[src/nssc_pkg.sv]
// nssc_pkg: constants, register map and types of the node strap and status control block
// assumes a single 25 MHz system clock and a synchronous active-high reset
package nssc_pkg;

    // clock and blink timing
    localparam int unsigned CLK_HZ            = 25_000_000;
    localparam int unsigned BLINK_HALF_MS     = 500;
    localparam int unsigned BLINK_HALF_CYCLES = CLK_HZ / 1000 * BLINK_HALF_MS;
    localparam int          BLINK_CNT_W       = 24;

    // widths
    localparam int ADDR_W    = 8;
    localparam int DATA_W    = 32;
    localparam int CAN_ERR_W = 4;

    // register byte addresses
    localparam logic [ADDR_W-1:0] REG_CTRL    = 8'h00;
    localparam logic [ADDR_W-1:0] REG_CONFIG  = 8'h04;
    localparam logic [ADDR_W-1:0] REG_STATUS  = 8'h08;
    localparam logic [ADDR_W-1:0] REG_MASK    = 8'h0c;
    localparam logic [ADDR_W-1:0] REG_PAYLOAD = 8'h10;
    localparam logic [ADDR_W-1:0] REG_FLAGS   = 8'h14;

    // control register fields and reset value
    localparam int                CTRL_LOAD_BIT = 0;
    localparam int                CTRL_RUN_BIT  = 1;
    localparam int                CTRL_W        = 2;
    localparam logic [CTRL_W-1:0] CTRL_RESET    = 2'h2;

    // configuration register fields
    localparam int CFG_ROLE_BIT    = 0;
    localparam int CFG_PAYLOAD_BIT = 1;
    localparam int CFG_RATE_LSB    = 2;
    localparam int CFG_BOOT_LSB    = 4;
    localparam int CFG_FLASH_BIT   = 6;
    localparam int CFG_VALID_BIT   = 7;

    // event bits of status and mask
    localparam int             EV_ERR    = 0;
    localparam int             EV_BUSOFF = 1;
    localparam int             EV_CONFIG = 2;
    localparam int             EV_W      = 3;
    localparam logic [EV_W-1:0] MASK_RESET = 3'h0;

    // frame data patterns
    localparam logic [DATA_W-1:0] PAYLOAD_ALT  = 32'h5555_5555;
    localparam logic [DATA_W-1:0] PAYLOAD_ZERO = 32'h0000_0000;

    // bit rate selection, high strap then low strap
    typedef enum logic [1:0] {
        NSSC_RATE_125K  = 2'b00,
        NSSC_RATE_250K  = 2'b01,
        NSSC_RATE_500K  = 2'b10,
        NSSC_RATE_1000K = 2'b11
    } nssc_rate_t;

    // boot source selection, high strap then low strap
    typedef enum logic [1:0] {
        NSSC_BOOT_PARALLEL = 2'b00,
        NSSC_BOOT_SERIAL   = 2'b01,
        NSSC_BOOT_WAIT     = 2'b10,
        NSSC_BOOT_DEFAULT  = 2'b11
    } nssc_boot_t;

    // startup sequence
    typedef enum logic [1:0] {
        NSSC_ST_HOLD   = 2'b00,
        NSSC_ST_SAMPLE = 2'b01,
        NSSC_ST_RUN    = 2'b10
    } nssc_state_t;

endpackage

[src/nssc_blink_timer.sv]
// nssc_blink_timer: shared half-period timer giving one blink phase for all indicators
// assumes ref_clk at CLK_HZ and a synchronous reset
module nssc_blink_timer import nssc_pkg::*; #(
    parameter int unsigned HALF_CYCLES = BLINK_HALF_CYCLES
) (
    input  wire logic ref_clk,
    input  wire logic sys_rst,
    input  wire logic clk_en,
    output logic      phase
);

    logic [BLINK_CNT_W-1:0] count;
    logic                   wrap;

    assign wrap = (count == BLINK_CNT_W'(HALF_CYCLES - 1));

    // count cycles, restart at the end of each half period
    always_ff @(posedge ref_clk) begin
        if (sys_rst) begin
            count <= '0;
        end else if (clk_en) begin
            count <= wrap ? '0 : count + 1'b1;
        end
    end

    // toggle the phase every half period, 50 percent duty
    always_ff @(posedge ref_clk) begin
        if (sys_rst) begin
            phase <= 1'b0;
        end else if (clk_en && wrap) begin
            phase <= ~phase;
        end
    end

endmodule

[src/nssc_strap_sampler.sv]
// nssc_strap_sampler: waits for the processor reset release, then latches the straps once
// assumes strap levels are synchronous to ref_clk and stable around the release
module nssc_strap_sampler import nssc_pkg::*; (
    input  wire logic ref_clk,
    input  wire logic sys_rst,
    input  wire logic clk_en,
    input  wire logic cpu_reset_n,
    input  wire logic role_strap,
    input  wire logic payload_strap,
    input  wire logic rate_strap_high,
    input  wire logic rate_strap_low,
    input  wire logic boot_strap_high,
    input  wire logic boot_strap_low,
    output logic      cfg_valid,
    output logic      cfg_done,
    output logic      node_is_master,
    output logic      payload_high,
    output nssc_rate_t bit_rate,
    output nssc_boot_t boot_source
);

    nssc_state_t state;

    // hold while the supervisor keeps the processor in reset, sample once, then run
    always_ff @(posedge ref_clk) begin
        if (sys_rst) begin
            state <= NSSC_ST_HOLD;
        end else if (clk_en) begin
            case (state)
                NSSC_ST_HOLD:   state <= cpu_reset_n ? NSSC_ST_SAMPLE : NSSC_ST_HOLD;
                NSSC_ST_SAMPLE: state <= NSSC_ST_RUN;
                NSSC_ST_RUN:    state <= NSSC_ST_RUN;
                default:        state <= NSSC_ST_HOLD;
            endcase
        end
    end

    // latch the strap levels in the single sample cycle
    always_ff @(posedge ref_clk) begin
        if (sys_rst) begin
            node_is_master <= 1'b0;
            payload_high   <= 1'b0;
            bit_rate       <= NSSC_RATE_125K;
            boot_source    <= NSSC_BOOT_PARALLEL;
        end else if (clk_en && state == NSSC_ST_SAMPLE) begin
            node_is_master <= role_strap;
            payload_high   <= payload_strap;
            bit_rate       <= nssc_rate_t'({rate_strap_high, rate_strap_low});
            boot_source    <= nssc_boot_t'({boot_strap_high, boot_strap_low});
        end
    end

    // valid level and one-cycle done pulse
    always_ff @(posedge ref_clk) begin
        if (sys_rst) begin
            cfg_valid <= 1'b0;
            cfg_done  <= 1'b0;
        end else if (clk_en) begin
            cfg_valid <= (state == NSSC_ST_SAMPLE) || cfg_valid;
            cfg_done  <= (state == NSSC_ST_SAMPLE);
        end
    end

endmodule

[src/nssc_node_ctrl.sv]
// nssc_node_ctrl: strap configuration, status indicators, test load switch and register port
// assumes one 25 MHz clock, synchronous active-high reset, a simple strobe register port
//
// Function
// a high role strap at startup makes the node the bus master, a low one makes it a slave.
// a low payload strap at startup selects the pattern 55555555 hex for every frame's data field.
// a high payload strap at startup selects an all-zero data field for every frame.
// the rate straps, high then low, select 125, 250, 500 or 1000 kbps in binary order.
// the boot straps, high then low, select parallel load, serial load, wait or default boot.
// with both boot straps high the default boot runs from on-chip flash, not from a port.
// the supervisor holds the processor reset low until the supply is good; startup waits for it.
// the blue indicator blinks at 1 Hz while any controller error flag is set, else it is off.
// the green indicator blinks at 1 Hz while bus-off is reported, else it is off.
// the red indicator blinks at 1 Hz as a heartbeat while the node runs normally.
// the yellow indicator blinks at 1 Hz only when the node is configured as master.
// the load-enable output connects the 500 mA test load when high and removes it when low.
// while the load-enable output is not driven the load stays disconnected.
// every blink has 50 percent duty, toggling each 500 ms, with one shared phase.
// the straps are sampled once after reset; later changes are ignored until the next reset.
// the remote node must use the same bit rate, and exactly one node is the master.
module nssc_node_ctrl import nssc_pkg::*; #(
    parameter int unsigned HALF_PERIOD_CYCLES = BLINK_HALF_CYCLES
) (
    input  wire logic                 ref_clk,
    input  wire logic                 sys_rst,
    input  wire logic                 clk_en,
    // supervisor reset and straps
    input  wire logic                 cpu_reset_n,
    input  wire logic                 role_strap,
    input  wire logic                 payload_strap,
    input  wire logic                 rate_strap_high,
    input  wire logic                 rate_strap_low,
    input  wire logic                 boot_strap_high,
    input  wire logic                 boot_strap_low,
    // controller status flags
    input  wire logic [CAN_ERR_W-1:0] can_err_flags,
    input  wire logic                 can_bus_off,
    // register port
    input  wire logic [ADDR_W-1:0]    reg_addr,
    input  wire logic [DATA_W-1:0]    reg_wdata,
    input  wire logic                 reg_wr,
    input  wire logic                 reg_rd,
    output logic      [DATA_W-1:0]    reg_rdata,
    output logic                      irq,
    // configuration results
    output logic                      cfg_valid,
    output logic                      node_is_master,
    output logic      [DATA_W-1:0]    frame_payload,
    output nssc_rate_t                bit_rate,
    output nssc_boot_t                boot_source,
    output logic                      boot_from_flash,
    // indicators and load switch
    output logic                      led_blue,
    output logic                      led_green,
    output logic                      led_red,
    output logic                      led_yellow,
    output logic                      test_load_enable_o,
    output logic                      test_load_enable_oe
);

    logic              cfg_done;
    logic              payload_high;
    logic              phase;
    logic [CTRL_W-1:0] ctrl;
    logic [EV_W-1:0]   status;
    logic [EV_W-1:0]   mask;
    logic [EV_W-1:0]   event_in;
    logic              any_err;
    logic              any_err_q;
    logic              bus_off_q;
    logic              running;
    logic              wr_ctrl;
    logic              wr_status;
    logic              wr_mask;
    logic [DATA_W-1:0] next_rdata;
    logic [DATA_W-1:0] config_word;

    // one-time strap capture after the processor reset is released
    nssc_strap_sampler u_sampler (
        .ref_clk         (ref_clk),
        .sys_rst         (sys_rst),
        .clk_en          (clk_en),
        .cpu_reset_n     (cpu_reset_n),
        .role_strap      (role_strap),
        .payload_strap   (payload_strap),
        .rate_strap_high (rate_strap_high),
        .rate_strap_low  (rate_strap_low),
        .boot_strap_high (boot_strap_high),
        .boot_strap_low  (boot_strap_low),
        .cfg_valid       (cfg_valid),
        .cfg_done        (cfg_done),
        .node_is_master  (node_is_master),
        .payload_high    (payload_high),
        .bit_rate        (bit_rate),
        .boot_source     (boot_source)
    );

    // shared blink phase for every indicator
    nssc_blink_timer #(
        .HALF_CYCLES (HALF_PERIOD_CYCLES)
    ) u_blink (
        .ref_clk (ref_clk),
        .sys_rst (sys_rst),
        .clk_en  (clk_en),
        .phase   (phase)
    );

    // frame data field and flash boot flag follow the latched straps
    always_ff @(posedge ref_clk) begin
        if (sys_rst) begin
            frame_payload   <= PAYLOAD_ALT;
            boot_from_flash <= 1'b0;
        end else if (clk_en) begin
            frame_payload   <= payload_high ? PAYLOAD_ZERO : PAYLOAD_ALT;
            boot_from_flash <= cfg_valid && (boot_source == NSSC_BOOT_DEFAULT);
        end
    end

    // status flag summary
    assign any_err = |can_err_flags;
    assign running = cfg_valid && ctrl[CTRL_RUN_BIT];

    // indicators: gated by their condition, all on the shared phase
    always_ff @(posedge ref_clk) begin
        if (sys_rst) begin
            led_blue   <= 1'b0;
            led_green  <= 1'b0;
            led_red    <= 1'b0;
            led_yellow <= 1'b0;
        end else if (clk_en) begin
            led_blue   <= any_err && phase;
            led_green  <= can_bus_off && phase;
            led_red    <= running && phase;
            led_yellow <= cfg_valid && node_is_master && phase;
        end
    end

    // load switch: not driven until configured, so the gate pull-down keeps it off
    always_ff @(posedge ref_clk) begin
        if (sys_rst) begin
            test_load_enable_o  <= 1'b0;
            test_load_enable_oe <= 1'b0;
        end else if (clk_en) begin
            test_load_enable_o  <= cfg_valid && ctrl[CTRL_LOAD_BIT];
            test_load_enable_oe <= cfg_valid;
        end
    end

    // register write decode
    assign wr_ctrl   = reg_wr && (reg_addr == REG_CTRL);
    assign wr_status = reg_wr && (reg_addr == REG_STATUS);
    assign wr_mask   = reg_wr && (reg_addr == REG_MASK);

    // control register: load request and heartbeat run bit
    always_ff @(posedge ref_clk) begin
        if (sys_rst) begin
            ctrl <= CTRL_RESET;
        end else if (clk_en && wr_ctrl) begin
            ctrl <= reg_wdata[CTRL_W-1:0];
        end
    end

    // interrupt mask
    always_ff @(posedge ref_clk) begin
        if (sys_rst) begin
            mask <= MASK_RESET;
        end else if (clk_en && wr_mask) begin
            mask <= reg_wdata[EV_W-1:0];
        end
    end

    // edge history for event detection
    always_ff @(posedge ref_clk) begin
        if (sys_rst) begin
            any_err_q <= 1'b0;
            bus_off_q <= 1'b0;
        end else if (clk_en) begin
            any_err_q <= any_err;
            bus_off_q <= can_bus_off;
        end
    end

    // event pulses: error rise, bus-off rise, configuration done
    assign event_in[EV_ERR]    = any_err && !any_err_q;
    assign event_in[EV_BUSOFF] = can_bus_off && !bus_off_q;
    assign event_in[EV_CONFIG] = cfg_done;

    // sticky status bits, write one to clear, a new event beats the clear
    for (genvar i = 0; i < EV_W; i++) begin : g_status
        always_ff @(posedge ref_clk) begin
            if (sys_rst) begin
                status[i] <= 1'b0;
            end else if (clk_en) begin
                if (event_in[i]) begin
                    status[i] <= 1'b1;
                end else if (wr_status && reg_wdata[i]) begin
                    status[i] <= 1'b0;
                end
            end
        end
    end

    // level interrupt while any unmasked status bit is set
    assign irq = |(status & mask);

    // configuration word as seen by software
    always_comb begin
        config_word                                 = '0;
        config_word[CFG_ROLE_BIT]                   = node_is_master;
        config_word[CFG_PAYLOAD_BIT]                = payload_high;
        config_word[CFG_RATE_LSB +: 2]              = bit_rate;
        config_word[CFG_BOOT_LSB +: 2]              = boot_source;
        config_word[CFG_FLASH_BIT]                  = boot_from_flash;
        config_word[CFG_VALID_BIT]                  = cfg_valid;
    end

    // read mux, unmapped addresses read zero
    always_comb begin
        next_rdata = '0;
        case (reg_addr)
            REG_CTRL:    next_rdata[CTRL_W-1:0] = ctrl;
            REG_CONFIG:  next_rdata = config_word;
            REG_STATUS:  next_rdata[EV_W-1:0] = status;
            REG_MASK:    next_rdata[EV_W-1:0] = mask;
            REG_PAYLOAD: next_rdata = frame_payload;
            REG_FLAGS:   next_rdata[CAN_ERR_W:0] = {can_bus_off, can_err_flags};
            default:     next_rdata = '0;
        endcase
    end

    // read data stands only in the cycle after the read strobe
    always_ff @(posedge ref_clk) begin
        if (sys_rst) begin
            reg_rdata <= '0;
        end else if (clk_en) begin
            reg_rdata <= reg_rd ? next_rdata : '0;
        end
    end

endmodule

[config.mk]
export PLATFORM = sky130hd
export DESIGN_NAME = nssc_node_ctrl
export DESIGN_NICKNAME = d
export VERILOG_FILES = /design/src/nssc_pkg.sv /design/src/nssc_blink_timer.sv /design/src/nssc_strap_sampler.sv /design/src/nssc_node_ctrl.sv
export SDC_FILE = /design/constraint.sdc
export NUM_CORES = 1
export LEC_CHECK = 0
export BUFFER_PORTS_ARGS = -buffer_cell sky130_fd_sc_hd__buf_2
export CORE_MARGIN = 2
export CORE_UTILIZATION = 40
export DETAILED_ROUTE_END_ITERATION = 10
export GPL_TIMING_DRIVEN = 0
export PLACE_DENSITY = 0.7
export SYNTH_ARGS = -nofsm -noshare
export SYNTH_HDL_FRONTEND = slang
export SYNTH_SLANG_ARGS = --single-unit
[constraint.sdc]
create_clock -name ref_clk -period 4.03 [get_ports ref_clk]
set_clock_uncertainty 0.1 [all_clocks]
set_input_delay 0.403 -clock ref_clk [delete_from_list [all_inputs] [get_ports ref_clk]]
set_output_delay 0.403 -clock ref_clk [all_outputs]
set_load 0.02 [all_outputs]
### Yosys cells after proc, flatten, opt, wreduce, memory -nomap -nowiden

Cells that the tools add are included.

* $add $sub $neg: 1
* reduce and logical (&&, ||, !) cells: 34
* eq/ne operators: 9
* bitwise operators: 2
* multiplexer cells: 15

Operators with widths (number)
* $pmux W27 S2: 1
* $mux W32: 1
* $mux W31: 1
* $add A24 B1 Y24 const B: 1
* $eq A24 B24 Y1 const B: 1
* $mux W24: 1
* $logic_and A1 B1 Y1: 20
* $eq A8 B4 Y1 const B: 2
* $eq A8 B5 Y1 const B: 2
* $pmux W2 S6: 1
* $eq A8 B3 Y1 const B: 1
* $logic_not A8 Y1: 1
* $mux W1: 7
* $pmux W2 S3: 1
* $reduce_and A2 Y1: 3
* $reduce_bool A2 Y1: 3
* $pmux W1 S5: 1
* $eq A2 B2 Y1 const B: 2
* $pmux W2 S2: 1
* $reduce_or A4 Y1: 1
* $and A3 B3 Y3: 1
* $reduce_or A3 Y1: 1
* $eq A2 B1 Y1 const B: 1
* $logic_not A1 Y1: 2
* 4 further kinds: 4

* output and inout port bits: 78
* input bits: 57
* register bits after elaboration: 116
* logic and storage cells: 86

### Logic depth before layout (Yosys ltp)

Gate-level depths: netlist of the first run.

* depth after elaboration: 5
* gate-level depth with buffers: 7

### Cells and area by module

Synthesis of the first run repeated with hierarchy kept, for this count alone.

* cells, all modules: 393
* area, all modules: 3417.0 um^2

By module, submodules not included
* nssc_node_ctrl: instances 1, area each 1741.7 um^2, cells an instance 204, seq. area each 540.5 um^2
* nssc_blink_timer: instances 1, area each 1208.7 um^2, cells an instance 143, seq. area each 500.5 um^2
* nssc_strap_sampler: instances 1, area each 466.7 um^2, cells an instance 46, seq. area each 200.2 um^2

### Least setup slack after synthesis of the first run

OpenSTA, ideal clock, no wires.

* path kind: register -> register
* from: reg frame_payload[28] (netlist name)
* to: reg reg_rdata[4]
* buffers on the path: 0
* cell stages (with the launch flop): 5
* period minus slack after synthesis: 1772 ps
* path slack: 2258 ps
* arrival: 1602 ps
* cells stage by stage: dfxtp_1 nand2_1 nor4b_1 o211ai_1 a21oi_1

RTL lines
* to (signal assigned): RTL line nssc_node_ctrl.sv:236 `reg_rdata <= reg_rd ? next_rdata : '0;`
* to (decl): RTL line nssc_node_ctrl.sv:43 `output logic [DATA_W-1:0] reg_rdata,`

==> results of run 1 <==
[sequential cells by signal (all words and copies together), names as in the netlist, 2 cells and up]
name and flops:
mask 3, u_sampler.boot_source 2, u_sampler.state 2, reg_rdata 9, u_blink.count 24, status 3, u_sampler.bit_rate 2, ctrl 2
[layer usage]
metal	vias to the layer above	wire (µm)	share of wire, %	track usage, %
met1	1448	3540	43	21.7
li1	1545	-	-	-
met5	-	0	0	0
met2	105	3990	48	31.4
met4	0	91	1.1	6.19
met3	11	638	7.7	5.40
[report_power, final]
part           switching (µW)  internal (µW)  total (µW)
Sequential               8.84            622         630
Combinational            83.8           56.0         140
Clock                     249            240         489
Total                     341            917        1260
[per-stage QoR]
step	total power [µW]	hold slack, ns	util (%)	cells
4_1_cts	1270	0.212	50.7	621
3_3_place_gp	780	0.357	48.5	605
6_report	1260	0.218	50.7	621
3_5_place_dp	783	0.362	48.5	605
5_1_grt	1320	0.206	50.7	621
2_1_floorplan	744	0.342	-	425
[worst paths after layout]
| check | startpoint | end | cells past startpoint |
|---|---|---|---|
| max | frame_payload[28]$_SDFFE_PP1P_ | reg_rdata[4]$_SDFFE_PP0P_ | 4 |
| min | reg_wdata[0] | mask[0]$_SDFFE_PP0P_ | 3 |
| max reg2reg | frame_payload[28]$_SDFFE_PP1P_ | reg_rdata[4]$_SDFFE_PP0P_ | 4 |
| min reg2reg | reg_rdata[5]$_SDFFE_PP0P_ | reg_rdata[5]$_SDFFE_PP0P_ | 2 |
[cell families after synthesis]
| group | Yosys count |
|---|---|
| and+or+nand+nor | 152 |
| buffers and inverters | 86 |
| AOI/OAI and AO/OA | 65 |
| DFF | 62 |
| muxes | 15 |
| xor gates and xnor gates | 13 |
| adders and majority gates | 4 |
| other | 1 |
[synthesized netlist by cell type, types with 2 or more instances]
master     n
nor2_1    30
nor4b_1    4
nand2_1   18
nand2b_1  18
buf_1      2
buf_4     59
o32ai_1    2
or3_1      4
o41ai_1    2
and3_1     4
and4_1     7
clkbuf_2   2
buf_2      4
and2_1     4
nand3_1   21
nor3_1     5
ha_1       4
xnor2_1    3
xor2_1    10
o31ai_1    6
dfxtp_1   62
nor2b_1    2
or4_1      5
or4b_1     2
o21ai_0   10
nand4_1   16
nor3b_1    2
mux2i_1   15
o211ai_1   2
a21oi_1   36
inv_1      9
clkbuf_1  10
[worst min-delay path, stage by stage]
cell     delay, ns
buf_2         0.10
mux2i_1       0.06
nor2_1        0.07
[layout make-up]
cell class,count,area share [%]
tap,105,3.16
multi-input combinational,277,40.5
inverter,9,0.811
clock buffer,11,3.40
clock inverter,5,0.841
timing repair buffer,75,9.01
buffer,77,12.4
sequential,62,29.8
==> results.md, run 1 <==
* Post-Synth XOR/XNOR Area at 3.37%
* DRT Wirelength at 8260 µm
* Critical Path Max Stage Delay at 0.68 ns
* Num ports at 135
* CP top delay family: simple AND/OR/NAND/NOR gates
* Global-route wire length before repair at 13000 µm
* Die height at 95.9 µm
* Die width at 95.9 µm
* Diode count at 0
* Initial Util at 41.1%
* Area share of and/or/nand/nor cells after synthesis at 26.0%
* Main combinational cell family by area after synthesis: simple AND/OR/NAND/NOR gates
* Final Instance Area at 4160 µm²
* Yosys warns at 0
* Main area contributors after synthesis: dfxtp_1 (37%), buf_4 (13%), a21oi_1 (5.3%), mux2i_1 (4.4%), nand2b_1 (3.3%)
* Initial antenna violation count at 0
* Syn_area_per_cell at 8.49 µm²
* Final slew viol count at 0
* CTS tree: yes
* Fin worst setup slack at 2.02 ns
* Synth top area share at 36.7%
* Skew-Pair Late Insertion Delay at 0.34 ns
* Bufs and invs on worst path at 0
* Crit path kind: flop to flop
* Number of setup buffers added after CTS at 0
* CTS root buf: clkbuf_8
* Drt wl/cell at 13.3 µm
* Min Tclk post-route at 2.01 ns
* Cell Area, Synth at 3380 µm²
* Detailed-route via count at 3109
* VDD IR max at 0.000180 V
* Nets at 572
* Synth Register Bits at 62
* Status: completed
* Hold Crit Class: input pin to flop
* Worst EP required at 4.21 ns
* Detailed Route Iter0 Violations at 121
* Max-Cap Viols at 0
* Startpoint types: flop
* Core ar. at 8220 µm²
* Commonest non-fill, non-tap cells in the layout: buf_2 (79), dfxtp_1 (62), buf_4 (59), a21oi_1 (36), nor2_1 (30)
* Synth Area in Compound Gates at 11.5%
* Fmax at 498 MHz
* Total CTS buffers at 9
* Via/cell ratio at 5.01
* Final hold vios at 0
* Global-route usage over all layers at 18.2%
* Commonest non-fill, non-tap cell in the layout: buf_2
* Setup TNS at 0 ns
* CP endpoint kind: flop
* Main flop type after synthesis: dfxtp_1
* EDFF count, synth at 0
* Fillers at 819
* Final ANT Viol Nets at 0
* Dpl hpwl at 6290 µm
* Placer Congestion at 0.895
* Seq/Total Area, Yosys at 36.7%
* Mapped Cells at 398
* DIE AREA at 9200 µm²
* FFs w/ async S/R, synth at 0%
* Reg clk slew, reported paths at 0.08 ns
* Post-synthesis adder-cell area fraction at 1.48%
* Initial DRT Pass Iterations at 4
* Post-CTS Hold Buffers at 0
* Reg2reg setup slack at 2.02 ns
* Arrival time at the worst endpoint at 2.19 ns
* Proportion of synthesized area in mux cells at 4.44%
* Leakage at 0.00183 µW
* Area added between synthesis and finish at 23.2%
* CP max stage cell: dfxtp_1
* Reg area at 1240 µm²
* DP Worst Slack at 2.06 ns
* Row count at 33
* Synth area leader: dfxtp_1
* Relative slew slack at 52.1%
* # DRC at 0
* Cell Area, Placed at 3990 µm²
* Synth unique cells at 50
* Clk buf depth at 2
* Ratio of cells with drive above 1 in the final layout at 31.8%
* Least-Margin Pin Slew at 0.708 ns
* RSZ-0062 raised after global routing: no
* Clk sink count at 62
* Crit share post-route at 49.8%
* Area of the multi-input gates at 1690 µm²
* Power per cell area at 302 nW/µm²
* Port Buf Inserts at 75
* Vias in the first global route at 2820
* Grt ovf at 0
* CP Cell Sequence: nand2_1, nor4b_1, o211ai_1, a21oi_1
* Max FO, Critical Path at 18
* H-tree depth at 3
* Setup violations, final at 0
* Largest net degree at the start of global routing at 19
* CTS resizes at 0
Power figures use the tool's default switching activity.
==> run 2: changes to the inputs <==
- ABC_AREA: unset -> 1
- PLACE_DENSITY: 0.7 -> 0.72
- clock period: 4.03 -> 1.8 ns (I/O delays scaled with it)
==> run 2 against run 1 <==
Against the previous run:
- count of clock-buffer cells in the layout up 1
- core utilization rose by 1.4 points
- first-iteration DRC count grew 41%
- critical endpoint is now frame_payload[26]
- synthesized cell count up 24%
==> results.md, run 2 <==
* Number of setup buffers added after CTS at 0 (unchanged)
* CTS tree: yes
* WP depth at 2 (-2)
* Grt ovf at 0 (unchanged)
* Nets at 674 (+18%)
* Startpoint types: flop
* VDD IR max at 0.000348 V (+94%)
* Net Switching at 804 µW (+140%)
* Ratio of cells with drive above 1 in the final layout at 28.2% (-3.6 points)
* Final hold vios at 0 (unchanged)
* Clock power frac at 39.3% (+0.5 points)
* Bufs and invs on worst path at 2 (+2)
* Skew-Pair Late Insertion Delay at 0.35 ns (about the same)
* Initial DRT Pass Iterations at 5 (+1)
* Yosys warns at 0 (unchanged)
* Main flop type after synthesis: dfxtp_1
* Area added between synthesis and finish at 24.6%
* Min Tclk post-route at 1.67 ns
* Least-Margin Pin Slew at 0.565 ns (-0.143 ns)
* Fmax at 600 MHz
* Int Pwr at 2190 µW (+140%)
* Hold Crit Class: input pin to flop
* Crit path to: frame_payload[26]
* CP max stage cell: dfxtp_1
* Reg with most FFs: u_blink.count
* Placer Congestion at 0.928 (+3.6%)
* Commonest non-fill, non-tap cell in the layout: nand2_1
* Die height at 97.1 µm (+1.2%)
* Crit path kind: flop to output port
* Synth area leader: dfxtp_1
* Crit share post-route at 92.5%
* Detailed Route Iter0 Violations at 171 (+41%)
* Synth Register Bits at 62 (unchanged)
* Worst Setup SP: frame_payload[28]$_SDFFE_PP1P_
* Initial Util at 41.7% (+0.62 points)
* RSZ-0062 raised after global routing: no
* Seq pwr share at 47.7% (-2.4 points)
* Setup TNS at 0 ns (unchanged)
* Worst EP required at 1.52 ns (-2.69 ns)
* CP Cell Sequence: buf_4, buf_2
* R2R Path Start: u_blink.count[4]$_SDFFE_PP0P_
* Max-Cap Viols at 0 (unchanged)
* CP endpoint kind: output port
* Vias in the first global route at 3100 (+9.9%)
* Row count at 33 (unchanged)
* Core ar. at 8300 µm² (+1.0%)
* CTS root buf: clkbuf_8
* Fin worst setup slack at 0.134 ns (-1.89 ns)
* Final slew viol count at 0 (unchanged)
* Relative slew slack at 62.3% (+10 points)
* CP top delay family: flip-flops
* Regs by FF count: u_blink.count (24), reg_rdata (9)
* FFs w/ async S/R, synth at 0% (unchanged)
* Clk buf depth at 2 (unchanged)
* DIE AREA at 9420 µm² (+2.4%)
* Reg2reg setup slack at 0.18 ns (-1.84 ns)
* Final ANT Viol Nets at 0 (unchanged)
* Drt wl/cell at 12.3 µm (-7.2%)
* Diode count at 0 (unchanged)
* Critical Path Max Stage Delay at 0.68 ns (about the same)
* Status: completed
* Total CTS buffers at 9 (unchanged)
* Mapped Cells at 495 (+24%)
* Via/cell ratio at 4.64 (-7.3%)
* Die width at 97.1 µm (+1.2%)
* Main area contributors after synthesis: dfxtp_1 (36%), buf_4 (12%), nand2_1 (11%), nor2_1 (8.5%), nand3_1 (5.3%)
* Clk sink count at 62 (unchanged)
* Num ports at 135 (unchanged)
* Reg-to-reg endpoint: u_blink.count[11]$_SDFFE_PP0P_
* Synth top area share at 35.8% (-0.90 points)
* Commonest non-fill, non-tap cells in the layout: nand2_1 (104), buf_2 (80), nor2_1 (78), dfxtp_1 (61), buf_4 (55)
* Detailed-route via count at 3356 (+7.9%)
* Seq/Total Area, Yosys at 35.8% (-0.90 points)
* Arrival time at the worst endpoint at 1.39 ns (-0.80 ns)
* Most frequent cell after synthesis: nand2_1
* Max FO, Critical Path at 19 (+1)
* Comb power frac at 13.0% (+1.9 points)
* DP Worst Slack at 0.126 ns (-1.93 ns)
* Max reg flops at 24 (unchanged)
* H-tree depth at 3 (unchanged)
* Switching share of power at 26.9% (-0.26 points)
* Reg clk slew, reported paths at 0.07 ns (about the same)
* Largest net degree at the start of global routing at 20 (+1)
* Reg2reg path depth at 9 (+5)
* Global-route wire length before repair at 14600 µm (+12%)
* DRT Wirelength at 8920 µm (+8.1%)
* Leakage at 0.00207 µW (+13%)
* Synth unique cells at 36 (-28%)
* Syn_area_per_cell at 7.00 µm² (-18%)
* Setup violations, final at 0 (unchanged)
* Power per cell area at 693 nW/µm² (+130%)
* # DRC at 0 (unchanged)
* Dpl hpwl at 6860 µm (+9.1%)
* Port Buf Inserts at 75 (unchanged)
* Initial antenna violation count at 0 (unchanged)
* EDFF count, synth at 0 (unchanged)
* Cell Area, Synth at 3460 µm² (+2.5%)
* Global-route usage over all layers at 19.0% (+0.75 points)
* Synth cell count leaders: nand2_1 (104), nor2_1 (78), dfxtp_1 (62), buf_4 (55), inv_1 (44)
-- run 2: cell type report --
type	instances	area, µm²
fill	788	3980
multi-input combinational	349	1690
sequential	62	1240
buffer	65	464
timing repair buffer	80	425
inverter	46	178
clock buffer	12	135
tap	105	131
clock inverter	4	47.5
-- run 2: cells by family after synthesis --
kind of cell               Yosys count  synth area share, %
and+or+nand+nor                    258                 33.5
buffers and inverters              111                 18.5
DFF                                 62                 35.8
AOI/OAI and AO/OA                   48                 7.80
xor gates and xnor gates            11                 2.78
adders and majority gates            4                 1.44
other                                1                0.108
-- run 2: routing by layer --
metal,GRT usage (%),up-vias,wire (µm)
met4,9.32,0,151
met3,4.46,14,667
met5,0,-,0
li1,-,1736,-
met1,23.3,1460,3910
met2,31.3,146,4190
-- run 2: through the flow --
step,utilization (%),cell area [µm²],cells,power (µW),hold slack (ns)
finish,52.0,4320,723,2990,0.0131
global route,52.0,4320,723,3130,0.0246
global placement,49.1,4070,702,1830,0.338
CTS,51.9,4310,723,3010,0.00164
floorplan,-,3570,522,1730,0.218
detailed placement,49.1,4070,702,1840,0.340
-- run 2: worst min path at each step --
stage / startpoint / endpoint / slack (ns) / cells after the start
after global placement: reg_wdata[2] / mask[2]$_SDFFE_PP0P_ / 0.34 / 3
final: sys_rst / mask[0]$_SDFFE_PP0P_ / 0.01 / 2
after detailed placement: boot_strap_low / u_sampler.boot_source[0]$_SDFFE_PP0P_ / 0.34 / 3
after floorplan: reg_wdata[0] / mask[0]$_SDFFE_PP0P_ / 0.22 / 2
after CTS: sys_rst / mask[0]$_SDFFE_PP0P_ / 0.002 / 2
after global routing: sys_rst / mask[1]$_SDFFE_PP0P_ / 0.02 / 2
-- run 2: timing repair --
item	4_1_cts	5_1_grt
gates resized for setup	0	3
hold buffers	5	0
endpoints found under the setup margin	0	8
hold endpoints to repair	5	0
-- run 2: power groups by stage --
stage | combinational, µW | clock (µW) | sequential (µW)
4_1_cts | 388 | 1200 | 1430
2_1_floorplan | 268 | 0 | 1460
6_report | 389 | 1180 | 1430
5_1_grt | 425 | 1270 | 1430
3_5_place_dp | 377 | 0 | 1460
3_3_place_gp | 371 | 0 | 1460
==> run 3: changes to the inputs <==
- PLACE_DENSITY: 0.72 -> 0.7
==> run 3 against run 2 <==
Against the previous run:
- core utilization is 0.39 points higher
- fmax increased by 2.6%
- total power is 7.8% higher
- largest power group unchanged
==> results.md, run 3 (synthesis gave the netlist of run 2 again) <==
* Reg clk slew, reported paths at 0.08 ns (about the same)
* Initial DRT Pass Iterations at 4 (-1)
* Initial antenna violation count at 0 (unchanged)
* Max reg flops at 24 (unchanged)
* Arrival time at the worst endpoint at 1.77 ns (+0.38 ns)
* Relative slew slack at 63.7% (+1.4 points)
* Core ar. at 8300 µm² (unchanged)
* H-tree depth at 3 (unchanged)
* Fmax at 616 MHz (+2.6%)
* Placer Congestion at 0.884 (-4.7%)
* Final slew viol count at 0 (unchanged)
* Max FO, Critical Path at 9 (-10)
* Commonest non-fill, non-tap cells in the layout: nand2_1 (104), buf_2 (80), nor2_1 (78), dfxtp_1 (61), buf_4 (55)
* Power per cell area at 742 nW/µm² (+7.0%)
* Die height at 97.1 µm (unchanged)
* Detailed Route Iter0 Violations at 139 (-19%)
* CP endpoint kind: flop
* Diode count at 0 (unchanged)
* Dpl hpwl at 6700 µm (-2.3%)
* Ratio of cells with drive above 1 in the final layout at 28.7% (+0.53 points)
* Via/cell ratio at 4.55 (-2.1%)
* RSZ-0062 raised after global routing: no
* Nets at 673 (-0.15%)
* Global-route usage over all layers at 18.5% (-0.49 points)
* Setup violations, final at 0 (unchanged)
* Worst EP required at 1.94 ns (+0.42 ns)
* Die width at 97.1 µm (unchanged)
* Status: completed
* Area added between synthesis and finish at 25.6%
* Reg with most FFs: u_blink.count
* Final Instance Area at 4350 µm² (+0.75%)
* DRT Wirelength at 8560 µm (-4.1%)
* Least-Margin Pin Slew at 0.540 ns (-0.0247 ns)
* Crit path kind: flop to flop
* Crit share post-route at 90.2% (-2.4 points)
* Setup TNS at 0 ns (unchanged)
* Port Buf Inserts at 75 (unchanged)
* DIE AREA at 9420 µm² (unchanged)
* Row count at 33 (unchanged)
* Detailed-route via count at 3282 (-2.2%)
* Reg2reg setup slack at 0.18 ns (about the same)
* Clk sink count at 62 (unchanged)
* Max-Cap Viols at 0 (unchanged)
* Leakage at 0.00207 µW (about the same)
* Cell Area, Placed at 4070 µm² (unchanged)
* Regs by FF count: u_blink.count (24), reg_rdata (9)
* Final ANT Viol Nets at 0 (unchanged)
* Final hold vios at 0 (unchanged)
* Min Tclk post-route at 1.62 ns (-0.0424 ns)
* Startpoint types: flop
* VDD IR max at 0.000395 V (+14%)
* Initial Util at 41.7% (unchanged)
* Grt ovf at 0 (unchanged)
* Total CTS buffers at 9 (unchanged)
* # DRC at 0 (unchanged)
* Largest net degree at the start of global routing at 20 (unchanged)
* Vias in the first global route at 3055 (-1.5%)
* Commonest non-fill, non-tap cell in the layout: nand2_1
* CTS tree: yes
* Drt wl/cell at 11.9 µm (-4.0%)
* Clk buf depth at 2 (unchanged)
* Global-route wire length before repair at 14200 µm (-2.7%)
* Hold Crit Class: input pin to flop
* Num ports at 135 (unchanged)
* Number of setup buffers added after CTS at 0 (unchanged)
* Skew-Pair Late Insertion Delay at 0.35 ns (about the same)
* CTS root buf: clkbuf_8
## run 3: area by class of cell
class                           count  area [µm²]
Multi-Input combinational cell    349        1690
Tap cell                          105         131
Clock buffer                       10         138
Sequential cell                    62        1240
Fill cell                         845        3950
Inverter                           46         178
Buffer                             65         464
Clock inverter                      6        93.8
Timing Repair Buffer               79         415
## run 3: final timing paths
| kind | from | endpoint | cells after the start |
|---|---|---|---|
| worst max register to register | u_blink.count[4]$_SDFFE_PP0P_ | u_blink.count[14]$_SDFFE_PP0P_ | 9 |
| worst min-delay path | sys_rst | mask[2]$_SDFFE_PP0P_ | 2 |
| worst min register to register | bus_off_q$_SDFFE_PP0P_ | bus_off_q$_SDFFE_PP0P_ | 2 |
| worst max-delay path | u_blink.count[4]$_SDFFE_PP0P_ | u_blink.count[14]$_SDFFE_PP0P_ | 9 |
## run 3: routing by layer
layer  routed length, µm  track usage [%]  part of all wire (%)
met5                   0                0                     0
met4                  49             5.09                  0.57
met1                3830             22.2                    45
met2                4120             31.6                    48
met3                 555             6.26                   6.5
## run 3: power by group
part | internal [µW] | switching (µW)
clock network | 827 | 591
registers | 1400 | 28.0
logic | 152 | 231
total | 2380 | 850
## run 3: through the flow
stage	total power (µW)	setup WS, ns	hold slack (ns)	util (%)	cells
3_5_place_dp	1830	0.149	0.344	49.1	702
5_1_grt	3360	0.00722	0.00624	52.4	722
4_1_cts	3250	0.0245	0.00411	52.3	722
2_1_floorplan	1730	0.381	0.218	-	522
6_report	3230	0.177	0.0142	52.4	722
3_3_place_gp	1830	0.158	0.334	49.1	702
## run 3: what timing repair did
item / CTS / global route
hold endpoints to repair: 4 / 0
hold buffers: 4 / 0
setup endpoints to repair: 0 / 23
resized for setup: 0 / 2
## run 3: worst max-delay path: stages, from the launching register on
cell	delay (ns)
dfxtp_1	0.39
inv_1	0.09
nor2_1	0.11
nand3_1	0.12
nor3_2	0.27
nand2_2	0.11
nand2_4	0.15
inv_4	0.07
nand2_1	0.07
nor2_1	0.03
